## src/rtl/bcdec_pkg.sv

```systemverilog
// Constants, register map and status layout of the commutation decoder
// What this block does
// - Upper drives follow only the three rotor sensors plus direction, phasing and run enable.
// - Phasing select high decodes sensor codes as 60 degree, low as 120 degree.
// - Six of the eight sensor codes are valid 60 degree positions and two mark a faulty sensor.
// - Direction going high to low on a held code swaps each active upper drive with its lower.
// - Run enable low turns all upper drives off and holds all lower drives low so the motor coasts.
// - A run enable pin left undriven counts as asserted.
// - Over-current ends switch conduction for the rest of the current oscillator cycle.
// - Each upper and lower drive output controls the switch of its own phase.
// - An invalid sensor code turns every drive off whatever direction, enable and current say.
// - Upper drives are active low and lower drives active high.
// - At most one conduction pulse occurs per oscillator cycle.
// - Speed modulation reaches only the lower drives; upper drives follow commutation alone.
package bcdec_pkg;
    localparam int          CLK_HZ         = 20_000_000;
    localparam int          OSC_HZ         = 25_000;
    localparam int          OSC_PERIOD_CYC = CLK_HZ / OSC_HZ;
    localparam int          CNT_W          = 16;
    localparam int          ADR_W          = 4;
    // Register byte addresses
    localparam logic [3:0]  ADDR_PERIOD    = 4'h0;
    localparam logic [3:0]  ADDR_DUTY      = 4'h4;
    localparam logic [3:0]  ADDR_STATUS    = 4'h8;
    // Reset values
    localparam logic [15:0] PERIOD_RST     = 16'(OSC_PERIOD_CYC);
    localparam logic [15:0] DUTY_RST       = 16'h0190;
    // Status field positions
    localparam int          ST_CODE_LSB    = 0;
    localparam int          ST_INVALID     = 3;
    localparam int          ST_DIR         = 4;
    localparam int          ST_PHASE60     = 5;
    localparam int          ST_RUN         = 6;
    localparam int          ST_CUR_OK      = 7;
    localparam int          ST_PWM_ON      = 8;
    localparam int          ST_UPPER_LSB   = 9;
    localparam int          ST_LOWER_LSB   = 12;
endpackage

```

## src/rtl/bcdec_drv_if.sv

```systemverilog
// Signals between the control logic and the commutation decoder
`timescale 1ns/1ps
interface bcdec_drv_if;
    logic [2:0] code;       // {sensor a, b, c}, synchronised
    logic       dir_fwd;
    logic       phase60;
    logic       run;
    logic       pwm_on;
    logic [2:0] upper_n;
    logic [2:0] lower;
    logic [2:0] lower_cmd;
    logic       invalid;
    modport dec (input code, dir_fwd, phase60, run, pwm_on,
                 output upper_n, lower, lower_cmd, invalid);
    modport ctl (output code, dir_fwd, phase60, run, pwm_on,
                 input upper_n, lower, lower_cmd, invalid);
endinterface

```

## src/rtl/bcdec_decoder.sv

```systemverilog
// Rotor position decoder with registered drive outputs
`timescale 1ns/1ps
module bcdec_decoder (
    input  wire logic   i_clk,      // System clock
    input  wire logic   i_rst_n,    // Synchronised reset, active low
    bcdec_drv_if.dec    drv         // Decoder side of the drive link
);
    import bcdec_pkg::*;

    // Bit 0 is phase a, bit 2 phase c
    function automatic logic [5:0] fwd_map(input logic [2:0] c);
        case (c)
            3'h4:    fwd_map = {3'h1, 3'h4};
            3'h6:    fwd_map = {3'h2, 3'h4};
            3'h7:    fwd_map = {3'h2, 3'h1};
            3'h3:    fwd_map = {3'h4, 3'h1};
            3'h1:    fwd_map = {3'h4, 3'h2};
            default: fwd_map = {3'h1, 3'h2};
        endcase
    endfunction

    wire       is_010  = (drv.code == 3'h2);
    wire       is_101  = (drv.code == 3'h5);
    wire       is_000  = (drv.code == 3'h0);
    wire       is_111  = (drv.code == 3'h7);
    wire       invalid = drv.phase60 ? (is_010 | is_101) : (is_000 | is_111);
    // 120 degree codes fold onto the 60 degree table
    wire [2:0] norm    = drv.phase60 ? drv.code :
                         (is_010 ? 3'h7 : (is_101 ? 3'h0 : drv.code));
    wire [5:0] pair    = fwd_map(norm);
    wire [2:0] top_sel = drv.dir_fwd ? pair[5:3] : pair[2:0];
    wire [2:0] bot_sel = drv.dir_fwd ? pair[2:0] : pair[5:3];
    wire       go      = drv.run & ~invalid;
    wire [2:0] upper_n_next   = ~(top_sel & {3{go}});
    wire [2:0] lower_cmd_next = bot_sel & {3{go}};
    wire [2:0] lower_next     = lower_cmd_next & {3{drv.pwm_on}};

    logic [2:0] upper_n_reg;
    logic [2:0] lower_reg;
    logic [2:0] lower_cmd_reg;
    logic       invalid_reg;

    always_ff @(posedge i_clk or negedge i_rst_n) begin
        if (!i_rst_n) begin
            upper_n_reg   <= 3'h7;
            lower_reg     <= 3'h0;
            lower_cmd_reg <= 3'h0;
            invalid_reg   <= 1'b0;
        end else begin
            upper_n_reg   <= upper_n_next;
            lower_reg     <= lower_next;
            lower_cmd_reg <= lower_cmd_next;
            invalid_reg   <= invalid;
        end
    end

    assign drv.upper_n   = upper_n_reg;
    assign drv.lower     = lower_reg;
    assign drv.lower_cmd = lower_cmd_reg;
    assign drv.invalid   = invalid_reg;
endmodule

```

## src/rtl/bcdec_top.sv

```systemverilog
// Commutation decoder top: pin synchronisers, ramp oscillator, latches, Wishbone registers
`timescale 1ns/1ps
module bcdec_top (
    input  wire logic                       i_clk,                  // 20 MHz clock
    input  wire logic                       i_rst_n,                // Async reset, active low
    input  wire logic                       i_wb_cyc,               // Wishbone cycle
    input  wire logic                       i_wb_stb,               // Wishbone strobe
    input  wire logic                       i_wb_we,                // Wishbone write
    input  wire logic [bcdec_pkg::ADR_W-1:0] i_wb_adr,              // Byte address
    input  wire logic [3:0]                 i_wb_sel,               // Byte enables
    input  wire logic [31:0]                i_wb_dat,               // Write data
    output logic      [31:0]                o_wb_dat,               // Read data
    output logic                            o_wb_ack,               // Acknowledge
    input  wire logic                       i_rotor_sensor_a,       // Hall sensor a
    input  wire logic                       i_rotor_sensor_b,       // Hall sensor b
    input  wire logic                       i_rotor_sensor_c,       // Hall sensor c
    input  wire logic                       i_dir_fwd,              // 1 forward, 0 reverse
    input  wire logic                       i_phase60_sel,          // 1 for 60, 0 for 120
    input  wire logic                       i_run_enable,           // Run enable level
    input  wire logic                       i_run_enable_driven,    // Pin has a driver
    input  wire logic                       i_over_current,         // Current comparator
    output logic                            o_phase_a_upper_drive_n, // Upper a, low on
    output logic                            o_phase_b_upper_drive_n, // Upper b, low on
    output logic                            o_phase_c_upper_drive_n, // Upper c, low on
    output logic                            o_phase_a_lower_drive,  // Lower a, high on
    output logic                            o_phase_b_lower_drive,  // Lower b, high on
    output logic                            o_phase_c_lower_drive   // Lower c, high on
);
    import bcdec_pkg::*;

    // Refused at elaboration so a bad clock ratio never reaches silicon
    if (OSC_PERIOD_CYC < 2 || OSC_PERIOD_CYC >= (1 << CNT_W)) begin
        $error("oscillator period does not fit the counter");
    end

    // Reset release
    logic rst_ff1_reg;
    logic rst_ff2_reg;
    always_ff @(posedge i_clk or negedge i_rst_n) begin
        if (!i_rst_n) begin
            rst_ff1_reg <= 1'b0;
            rst_ff2_reg <= 1'b0;
        end else begin
            rst_ff1_reg <= 1'b1;
            rst_ff2_reg <= rst_ff1_reg;
        end
    end
    wire rst_n = rst_ff2_reg;

    // Pin synchronisers; first stage feeds only the second
    localparam int SYN_W = 8;
    wire [SYN_W-1:0] pins = {i_over_current, i_run_enable_driven, i_run_enable,
                             i_phase60_sel, i_dir_fwd,
                             i_rotor_sensor_a, i_rotor_sensor_b, i_rotor_sensor_c};
    logic [SYN_W-1:0] syn1_reg;
    logic [SYN_W-1:0] syn2_reg;
    always_ff @(posedge i_clk or negedge rst_n) begin
        if (!rst_n) begin
            syn1_reg <= 8'h00;
            syn2_reg <= 8'h00;
        end else begin
            syn1_reg <= pins;
            syn2_reg <= syn1_reg;
        end
    end
    wire [2:0] code_s   = syn2_reg[2:0];
    wire       dir_s    = syn2_reg[3];
    wire       ph60_s   = syn2_reg[4];
    wire       run_lvl  = syn2_reg[5];
    wire       run_drv  = syn2_reg[6];
    wire       oc_s     = syn2_reg[7];
    wire       run_eff  = run_lvl | ~run_drv;

    // Ramp oscillator and dual conduction latches
    logic [15:0] period_reg;
    logic [15:0] duty_reg;
    logic [15:0] cnt_reg;
    logic        pwm_latch_reg;
    logic        cur_latch_reg;
    wire         cycle_start  = (cnt_reg == 16'h0000);
    wire         cnt_wrap     = (cnt_reg >= period_reg - 16'h0001);
    wire [15:0]  cnt_next     = cnt_wrap ? 16'h0000 : cnt_reg + 16'h0001;
    // Latches only reopen at cycle start, so one pulse per cycle
    wire         pwm_latch_next = (cycle_start | pwm_latch_reg) & (cnt_reg < duty_reg);
    // Current trip beats the cycle-start set
    wire         cur_latch_next = (cycle_start | cur_latch_reg) & ~oc_s;
    wire         pwm_on       = pwm_latch_reg & cur_latch_reg;

    always_ff @(posedge i_clk or negedge rst_n) begin
        if (!rst_n) begin
            cnt_reg       <= 16'h0000;
            pwm_latch_reg <= 1'b0;
            cur_latch_reg <= 1'b0;
        end else begin
            cnt_reg       <= cnt_next;
            pwm_latch_reg <= pwm_latch_next;
            cur_latch_reg <= cur_latch_next;
        end
    end

    bcdec_drv_if drv ();
    assign drv.code    = code_s;
    assign drv.dir_fwd = dir_s;
    assign drv.phase60 = ph60_s;
    assign drv.run     = run_eff;
    assign drv.pwm_on  = pwm_on;

    bcdec_decoder u_dec (
        .i_clk   (i_clk),
        .i_rst_n (rst_n),
        .drv     (drv)
    );

    assign o_phase_a_upper_drive_n = drv.upper_n[0];
    assign o_phase_b_upper_drive_n = drv.upper_n[1];
    assign o_phase_c_upper_drive_n = drv.upper_n[2];
    assign o_phase_a_lower_drive   = drv.lower[0];
    assign o_phase_b_lower_drive   = drv.lower[1];
    assign o_phase_c_lower_drive   = drv.lower[2];

    // Wishbone slave, one wait state, unmapped reads return zero
    logic        ack_reg;
    logic [31:0] rdat_reg;
    wire         req      = i_wb_cyc & i_wb_stb & ~ack_reg;
    wire         wr       = req & i_wb_we;
    wire         hit_per  = (i_wb_adr == ADDR_PERIOD);
    wire         hit_duty = (i_wb_adr == ADDR_DUTY);
    wire         hit_st   = (i_wb_adr == ADDR_STATUS);
    wire [15:0]  wmask    = {{8{i_wb_sel[1]}}, {8{i_wb_sel[0]}}};
    wire [15:0]  per_next = (wr & hit_per) ?
                            ((period_reg & ~wmask) | (i_wb_dat[15:0] & wmask)) : period_reg;
    wire [15:0]  dut_next = (wr & hit_duty) ?
                            ((duty_reg & ~wmask) | (i_wb_dat[15:0] & wmask)) : duty_reg;
    wire [31:0]  status;
    assign status = {17'h00000, drv.lower, ~drv.upper_n, pwm_on, cur_latch_reg, run_eff,
                     ph60_s, dir_s, drv.invalid, code_s};
    wire [31:0]  rsel;
    assign rsel = hit_per  ? {16'h0000, period_reg} :
                  hit_duty ? {16'h0000, duty_reg} :
                  hit_st   ? status : 32'h00000000;

    always_ff @(posedge i_clk or negedge rst_n) begin
        if (!rst_n) begin
            ack_reg    <= 1'b0;
            rdat_reg   <= 32'h00000000;
            period_reg <= PERIOD_RST;
            duty_reg   <= DUTY_RST;
        end else begin
            ack_reg    <= req;
            rdat_reg   <= req ? rsel : rdat_reg;
            period_reg <= per_next;
            duty_reg   <= dut_next;
        end
    end
    assign o_wb_ack = ack_reg;
    assign o_wb_dat = rdat_reg;
endmodule

```

## config.mk

```make
export PLATFORM = sky130hd
export DESIGN_NAME = bcdec_top
export DESIGN_NICKNAME = d
export VERILOG_FILES = /design/src/rtl/bcdec_pkg.sv /design/src/rtl/bcdec_drv_if.sv /design/src/rtl/bcdec_decoder.sv /design/src/rtl/bcdec_top.sv
export SDC_FILE = /design/constraint.sdc
export NUM_CORES = 1
export LEC_CHECK = 0
export BUFFER_PORTS_ARGS = -buffer_cell sky130_fd_sc_hd__clkbuf_2
export CAP_MARGIN = 20
export CORE_ASPECT_RATIO = 0.6
export CORE_MARGIN = 2
export CORE_UTILIZATION = 40
export CTS_BUF_LIST = sky130_fd_sc_hd__clkbuf_8
export DETAILED_ROUTE_END_ITERATION = 7
export PLACE_DENSITY = 0.62
export SLEW_MARGIN = 20
export SYNTH_ARGS = -nofsm -noshare
export SYNTH_HDL_FRONTEND = slang
export SYNTH_SLANG_ARGS = --single-unit
```

## constraint.sdc

```tcl
create_clock -name i_clk -period 3.6 [get_ports i_clk]
set_input_delay 0 -clock i_clk [delete_from_list [all_inputs] [get_ports i_clk]]
set_output_delay 0 -clock i_clk [all_outputs]
set_load 0.02 [all_outputs]
```

# Yosys cells after proc, flatten, opt, wreduce, memory -nomap -nowiden
# Index checks and enable logic that the tools add are counted.
dict set report totals {
  ram_bits 0
  latch_bits 0
  mem_count 0
  ff_bits 108
  romBits 0
  input_bits 53
}
dict set report classes {
  n_reduce_logical 3
  n_mux 11
  div 0
  shifts 0
  n_eq_ne 10
  mul 0
  bitwise 29
  addsub 2
  n_lt_le_gt_ge 2
}
# op count
set ops {}
lappend ops {{AND 16 bit} 3}
lappend ops {{two-way mux 16 bit} 3}
lappend ops {{OR 16 bit} 2}
lappend ops {{one-hot mux 6 bit (5 select lines)} 1}
lappend ops {{adder 16 x 1 -> 16 bit (second input constant)} 1}
lappend ops {{greater-or-equal comparator 16 bit} 1}
lappend ops {{logical NOT 16 bit} 1}
lappend ops {{less-than comparator 16 bit} 1}
lappend ops {{inverter 16 bit} 1}
lappend ops {{subtractor 16 x 1 -> 16 bit (second input constant)} 1}
lappend ops {{== test 3 bit (second input constant)} 5}
lappend ops {{two-way mux 15 bit} 1}
lappend ops {{two-way mux 3 bit} 5}
lappend ops {{AND 1 bit} 9}
lappend ops {{AND 3 bit} 3}
lappend ops {{== test 3 x 2 -> 1 bit (second input constant)} 2}
lappend ops {{inverter 3 bit} 2}
lappend ops {{OR 1 bit} 5}
lappend ops {{== test 4 x 3 -> 1 bit (second input constant)} 1}
lappend ops {{== test 4 bit (second input constant)} 1}
lappend ops {{logical NOT 4 bit} 1}
lappend ops {{inverter 1 bit} 4}
lappend ops {{== test 3 x 1 -> 1 bit (second input constant)} 1}
lappend ops {{logical NOT 3 bit} 1}
lappend ops {{two-way mux 1 bit} 1}

# Logic depth before layout (Yosys ltp)
dict set report depth {
  depth_word 9
  mapped_depth 12
  depth_no_buf 11
}

# Modules after synthesis
# From an unflattened synthesis, not the netlist that was laid out.
dict set report hier_totals {
  hier_cells 483
  hier_area_um2 5082.4
}
# mod cells_each n_inst area_per_inst_um2 seq_area_each_um2
set modules_own_cells {}
lappend modules_own_cells {bcdec_top 438 1 4595.7 2134.5}
lappend modules_own_cells {bcdec_decoder 45 1 486.7 254.0}

# Worst setup path after synthesis
# No wires, ideal clock.
dict set report synth_timing {
  path_type {register -> register}
  from {register (tool-made name)}
  to {register cnt_reg[10]}
  n_path_buf 1
  t_arrival_ns 2.948
  setup_slack_ns 0.520
  setup_ns 0.132
  period_less_slack_ns 3.080
  path_stages_with_launch 12
  t_required_ns 3.468
  path_cell_list {dfrtp_1 > or4_4 > or4_4 > nor4_4 > xnor2_1 > ha_1 > nand4_1 > nor2_1 > o2111ai_1 > o211ai_1 > clkbuf_1 > nor2_1}
}
# item line_no
set synth_rtl {}
lappend synth_rtl {{to (signal assigned)} bcdec_top.sv:95} ;# cnt_reg <= cnt_next;
lappend synth_rtl {{to (decl)} bcdec_top.sv:77} ;# logic [15:0] cnt_reg;

==> results.json <==
{
  "p_int_mw": 1.73,
  "worstSetupStartpointType": "flip-flop",
  "fmax_mhz": 323,
  "syn2layout_area_growth_pct": 18.5,
  "die_h_um": 89.6,
  "yosysWarnings": 0,
  "wl_per_cell_um": 16.6,
  "maxCapViolCount": 0,
  "min_period_ns": 3.09,
  "synth-async-reset-ratio": 1.00,
  "cts_max_path_buffers": 2,
  "sw_frac_of_total": 0.294,
  "crit_type": "reg -> reg",
  "dr.pass1.iters": 4,
  "clock-root-buffer": "clkbuf_8",
  "grt_pass1_vias": 3705,
  "clk_pin_slew_worst_paths_ns": 0.10,
  "hp-class": "in -> reg",
  "ant_nets": 0,
  "crit_chain": "nor4_2 > nand2_4 > or4_4 > nor2_1 > xnor2_1 > ha_1 > a211oi_1 > nor2_1 > nor3_1 > o211ai_1 > buf_4 > nor2_1",
  "postCtsSetupRepairBufs": 0,
  "ioPinCount": 92,
  "critPathMaxFanout": 16,
  "grt_pass1_wl_mm": 19.6,
  "setup_viol": 0,
  "multi_input_area_um2": 2380,
  "path_common_cell": "nor2_1",
  "cts.sinks": 92,
  "vdd_drop_max_mv": 0.225,
  "drc": 0,
  "tns_ns": 0,
  "die-width_um": 147,
  "rows": 31,
  "cp_slowest_cell": "or4_4",
  "gp_congestion": 0.926,
  "cp_num_buf_inv": 1,
  "syn_avg_cell_area_um2": 10.4,
  "hpwlAfterDp_mm": 9.02,
  "stdcell_area_um2": 5790,
  "clk_latency_ns": 0.37,
  "p_per_area_nw_per_um2": 424,
  "slowest_delay_ns": 0.52,
  "hold_viol": 0,
  "cpLargestDelayFamily": "simple AND/OR/NAND/NOR gates",
  "critPathArrivalTime_ns": 3.38,
  "final_max_slew_viol_count": 0,
  "worst_pin_slew_ns": 0.804,
  "grt_max_degree": 63,
  "synth-seq-area-share": 0.473,
  "netlist_area_um2": 4890,
  "skew_ns": 0.0114,
  "holdWs_ns": 0.116,
  "syn-instance-count": 470,
  "synth_cell_types": 45,
  "htreeDepth": 3,
  "clockPowerShare": 0.319,
  "grt_usage": 0.197,
  "dpl_cell_area_um2": 5300,
  "grt_remaining_overflow": 0,
  "cts_tree": "done",
  "maxSlewHeadroom": 0.464,
  "status": "complete, no violations",
  "start_util": 0.408,
  "cts_inserted_buffers": 9,
  "core-area_um2": 12000,
  "critPathRequiredTime_ns": 3.89,
  "numPortBuffers": 57,
  "rsz0062_at_grt": "false",
  "drt_iter0_markers": 248,
  "antennaDiodeCount": 0,
  "die-area_um2": 13100,
  "synth_seq_cells": 92,
  "routed_via_density": 5.16,
  "pwr-share-seq": 0.477,
  "cp-end-kind": "flip-flop",
  "fin_util": 0.483,
  "drive_gt1_frac": 0.225,
  "dr_total_vias": 3738,
  "synth_ff_type": "dfrtp_1",
  "p_sw_mw": 0.721,
  "antenna_found_initial": 0,
  "regArea_um2": 2320,
  "period_share": 0.859,
  "fillCellCount": 1115,
  "synth_edf_count": 0,
  "layout_setup_ws_ns": 0.508,
  "power_frac_comb": 0.204,
  "p_leak_nw": 2.74,
  "place_ws_ns": 0.544,
  "num-nets-final": 642,
  "totalWireLength_mm": 12.0
}
==> worst min-delay path, delay by kind of cell <==
kind / cells / cell delay, ns
buffers and inverters: 3 / 0.39
AND/OR/NAND/NOR: 1 / 0.06
==> power groups by stage <==
stage               clock network (mW)  registers, mW  logic [mW]
global route                     0.837           1.18       0.566
CTS                              0.792           1.17       0.501
detailed placement                   0           1.19       0.477
finish                           0.783           1.17       0.501
floorplan                            0           1.19       0.348
global placement                     0           1.19       0.457
==> through the flow <==
stage | total power [mW] | std cells
3_5_place_dp | 1.67 | 683
2_1_floorplan | 1.54 | 485
4_1_cts | 2.46 | 725
5_1_grt | 2.59 | 725
3_3_place_gp | 1.65 | 683
6_report | 2.45 | 725
==> what timing repair did <==
action	4_1_cts	5_1_grt
hold endpoints to repair	42	0
gates resized for setup	0	0
setup endpoints to repair	0	0
hold buffers	26	0
==> path summary, 6_finish.rpt <==
kind | from | endpoint | slack (ns) | depth (start not counted)
max | flip-flop | cnt_reg[15] | 0.51 | 12
min | i_wb_cyc | o_wb_ack | 0.12 | 4
max reg2reg | flip-flop | cnt_reg[15] | 0.51 | 12
min reg2reg | syn1_reg[6] | syn2_reg[6] | 0.36 | 0
max in group asynchronous | rst_ff2_reg | async pin | 2.24 | 1
min in group asynchronous | rst_ff2_reg | syn1_reg[3] | 0.42 | 0
==> cell usage after synthesis, types with 3 or more instances <==
library cell	n	area, um2
o22ai_1	14	87.6
a21oi_1	23	115
nand2_1	33	124
nand4_1	6	37.5
dfstp_2	9	236
nand2b_1	5	31.3
clkbuf_1	12	45.0
and4_1	3	26.3
nor2b_1	5	31.3
nand3_1	8	40.0
nor2_1	43	161
a211oi_1	4	30.0
mux2_2	34	383
nor3_1	8	40.0
dfrtp_1	83	2080
xnor2_1	19	166
buf_4	16	120
and3_1	4	25.0
o21ai_0	24	120
xor2_1	10	87.6
nand3b_1	4	30.0
nor4_1	6	37.5
inv_1	23	86.3
ha_1	34	425
o211ai_1	3	22.5
and2_1	10	62.6
==> cells in the final DEF (no fill, tap or decap), drive strengths merged, types with 6 or more instances in the layout <==
cell type | Yosys | final
and2 | 10 | 10
dfstp | 9 | 9
dfrtp | 83 | 83
o22ai | 14 | 14
mux2 | 34 | 34
clkbuf | 12 | 67
nor3 | 8 | 8
inv | 23 | 24
a21oi | 23 | 23
xor2 | 10 | 10
conb | 2 | 17
nand2 | 34 | 34
dlygate4sd3 | 0 | 26
xnor2 | 19 | 19
nor2 | 43 | 43
o21ai | 24 | 24
nand4 | 6 | 6
nor4 | 8 | 8
ha | 34 | 34
nand3 | 8 | 8
==> cells by family (layout without fill, tap and decap cells) <==
group / after synthesis / after routing / share of synthesized area
adders and majority gates: 34 / 34 / 0.0870
and+or+nand+nor: 146 / 146 / 0.156
AOI/OAI and AO/OA: 80 / 80 / 0.0963
buffers and inverters: 51 / 126 / 0.0515
xor gates and xnor gates: 29 / 29 / 0.0520
other: 2 / 17 / 0.00154
DFF: 92 / 92 / 0.473
muxes: 36 / 36 / 0.0824
==> metal layers <==
metal / share of wire / vias to the layer above / global-route usage
li1: - / 1782 / -
met1: 0.52 / 1846 / 0.291
met2: 0.41 / 100 / 0.293
met3: 0.059 / 10 / 0.0495
met4: 0.010 / 0 / 0.0477
met5: 0 / - / 0
==> area by class of cell <==
| type | instances | share of cell area |
|---|---|---|
| flip-flops and latches | 92 | 0.400 |
| clock buffers | 10 | 0.0238 |
| well taps | 165 | 0.0357 |
| inverters | 23 | 0.0149 |
| clock inverters | 6 | 0.0153 |
| repair buffers | 87 | 0.0994 |
| multi-input cells | 342 | 0.411 |
Power figures use the tool's default switching activity.
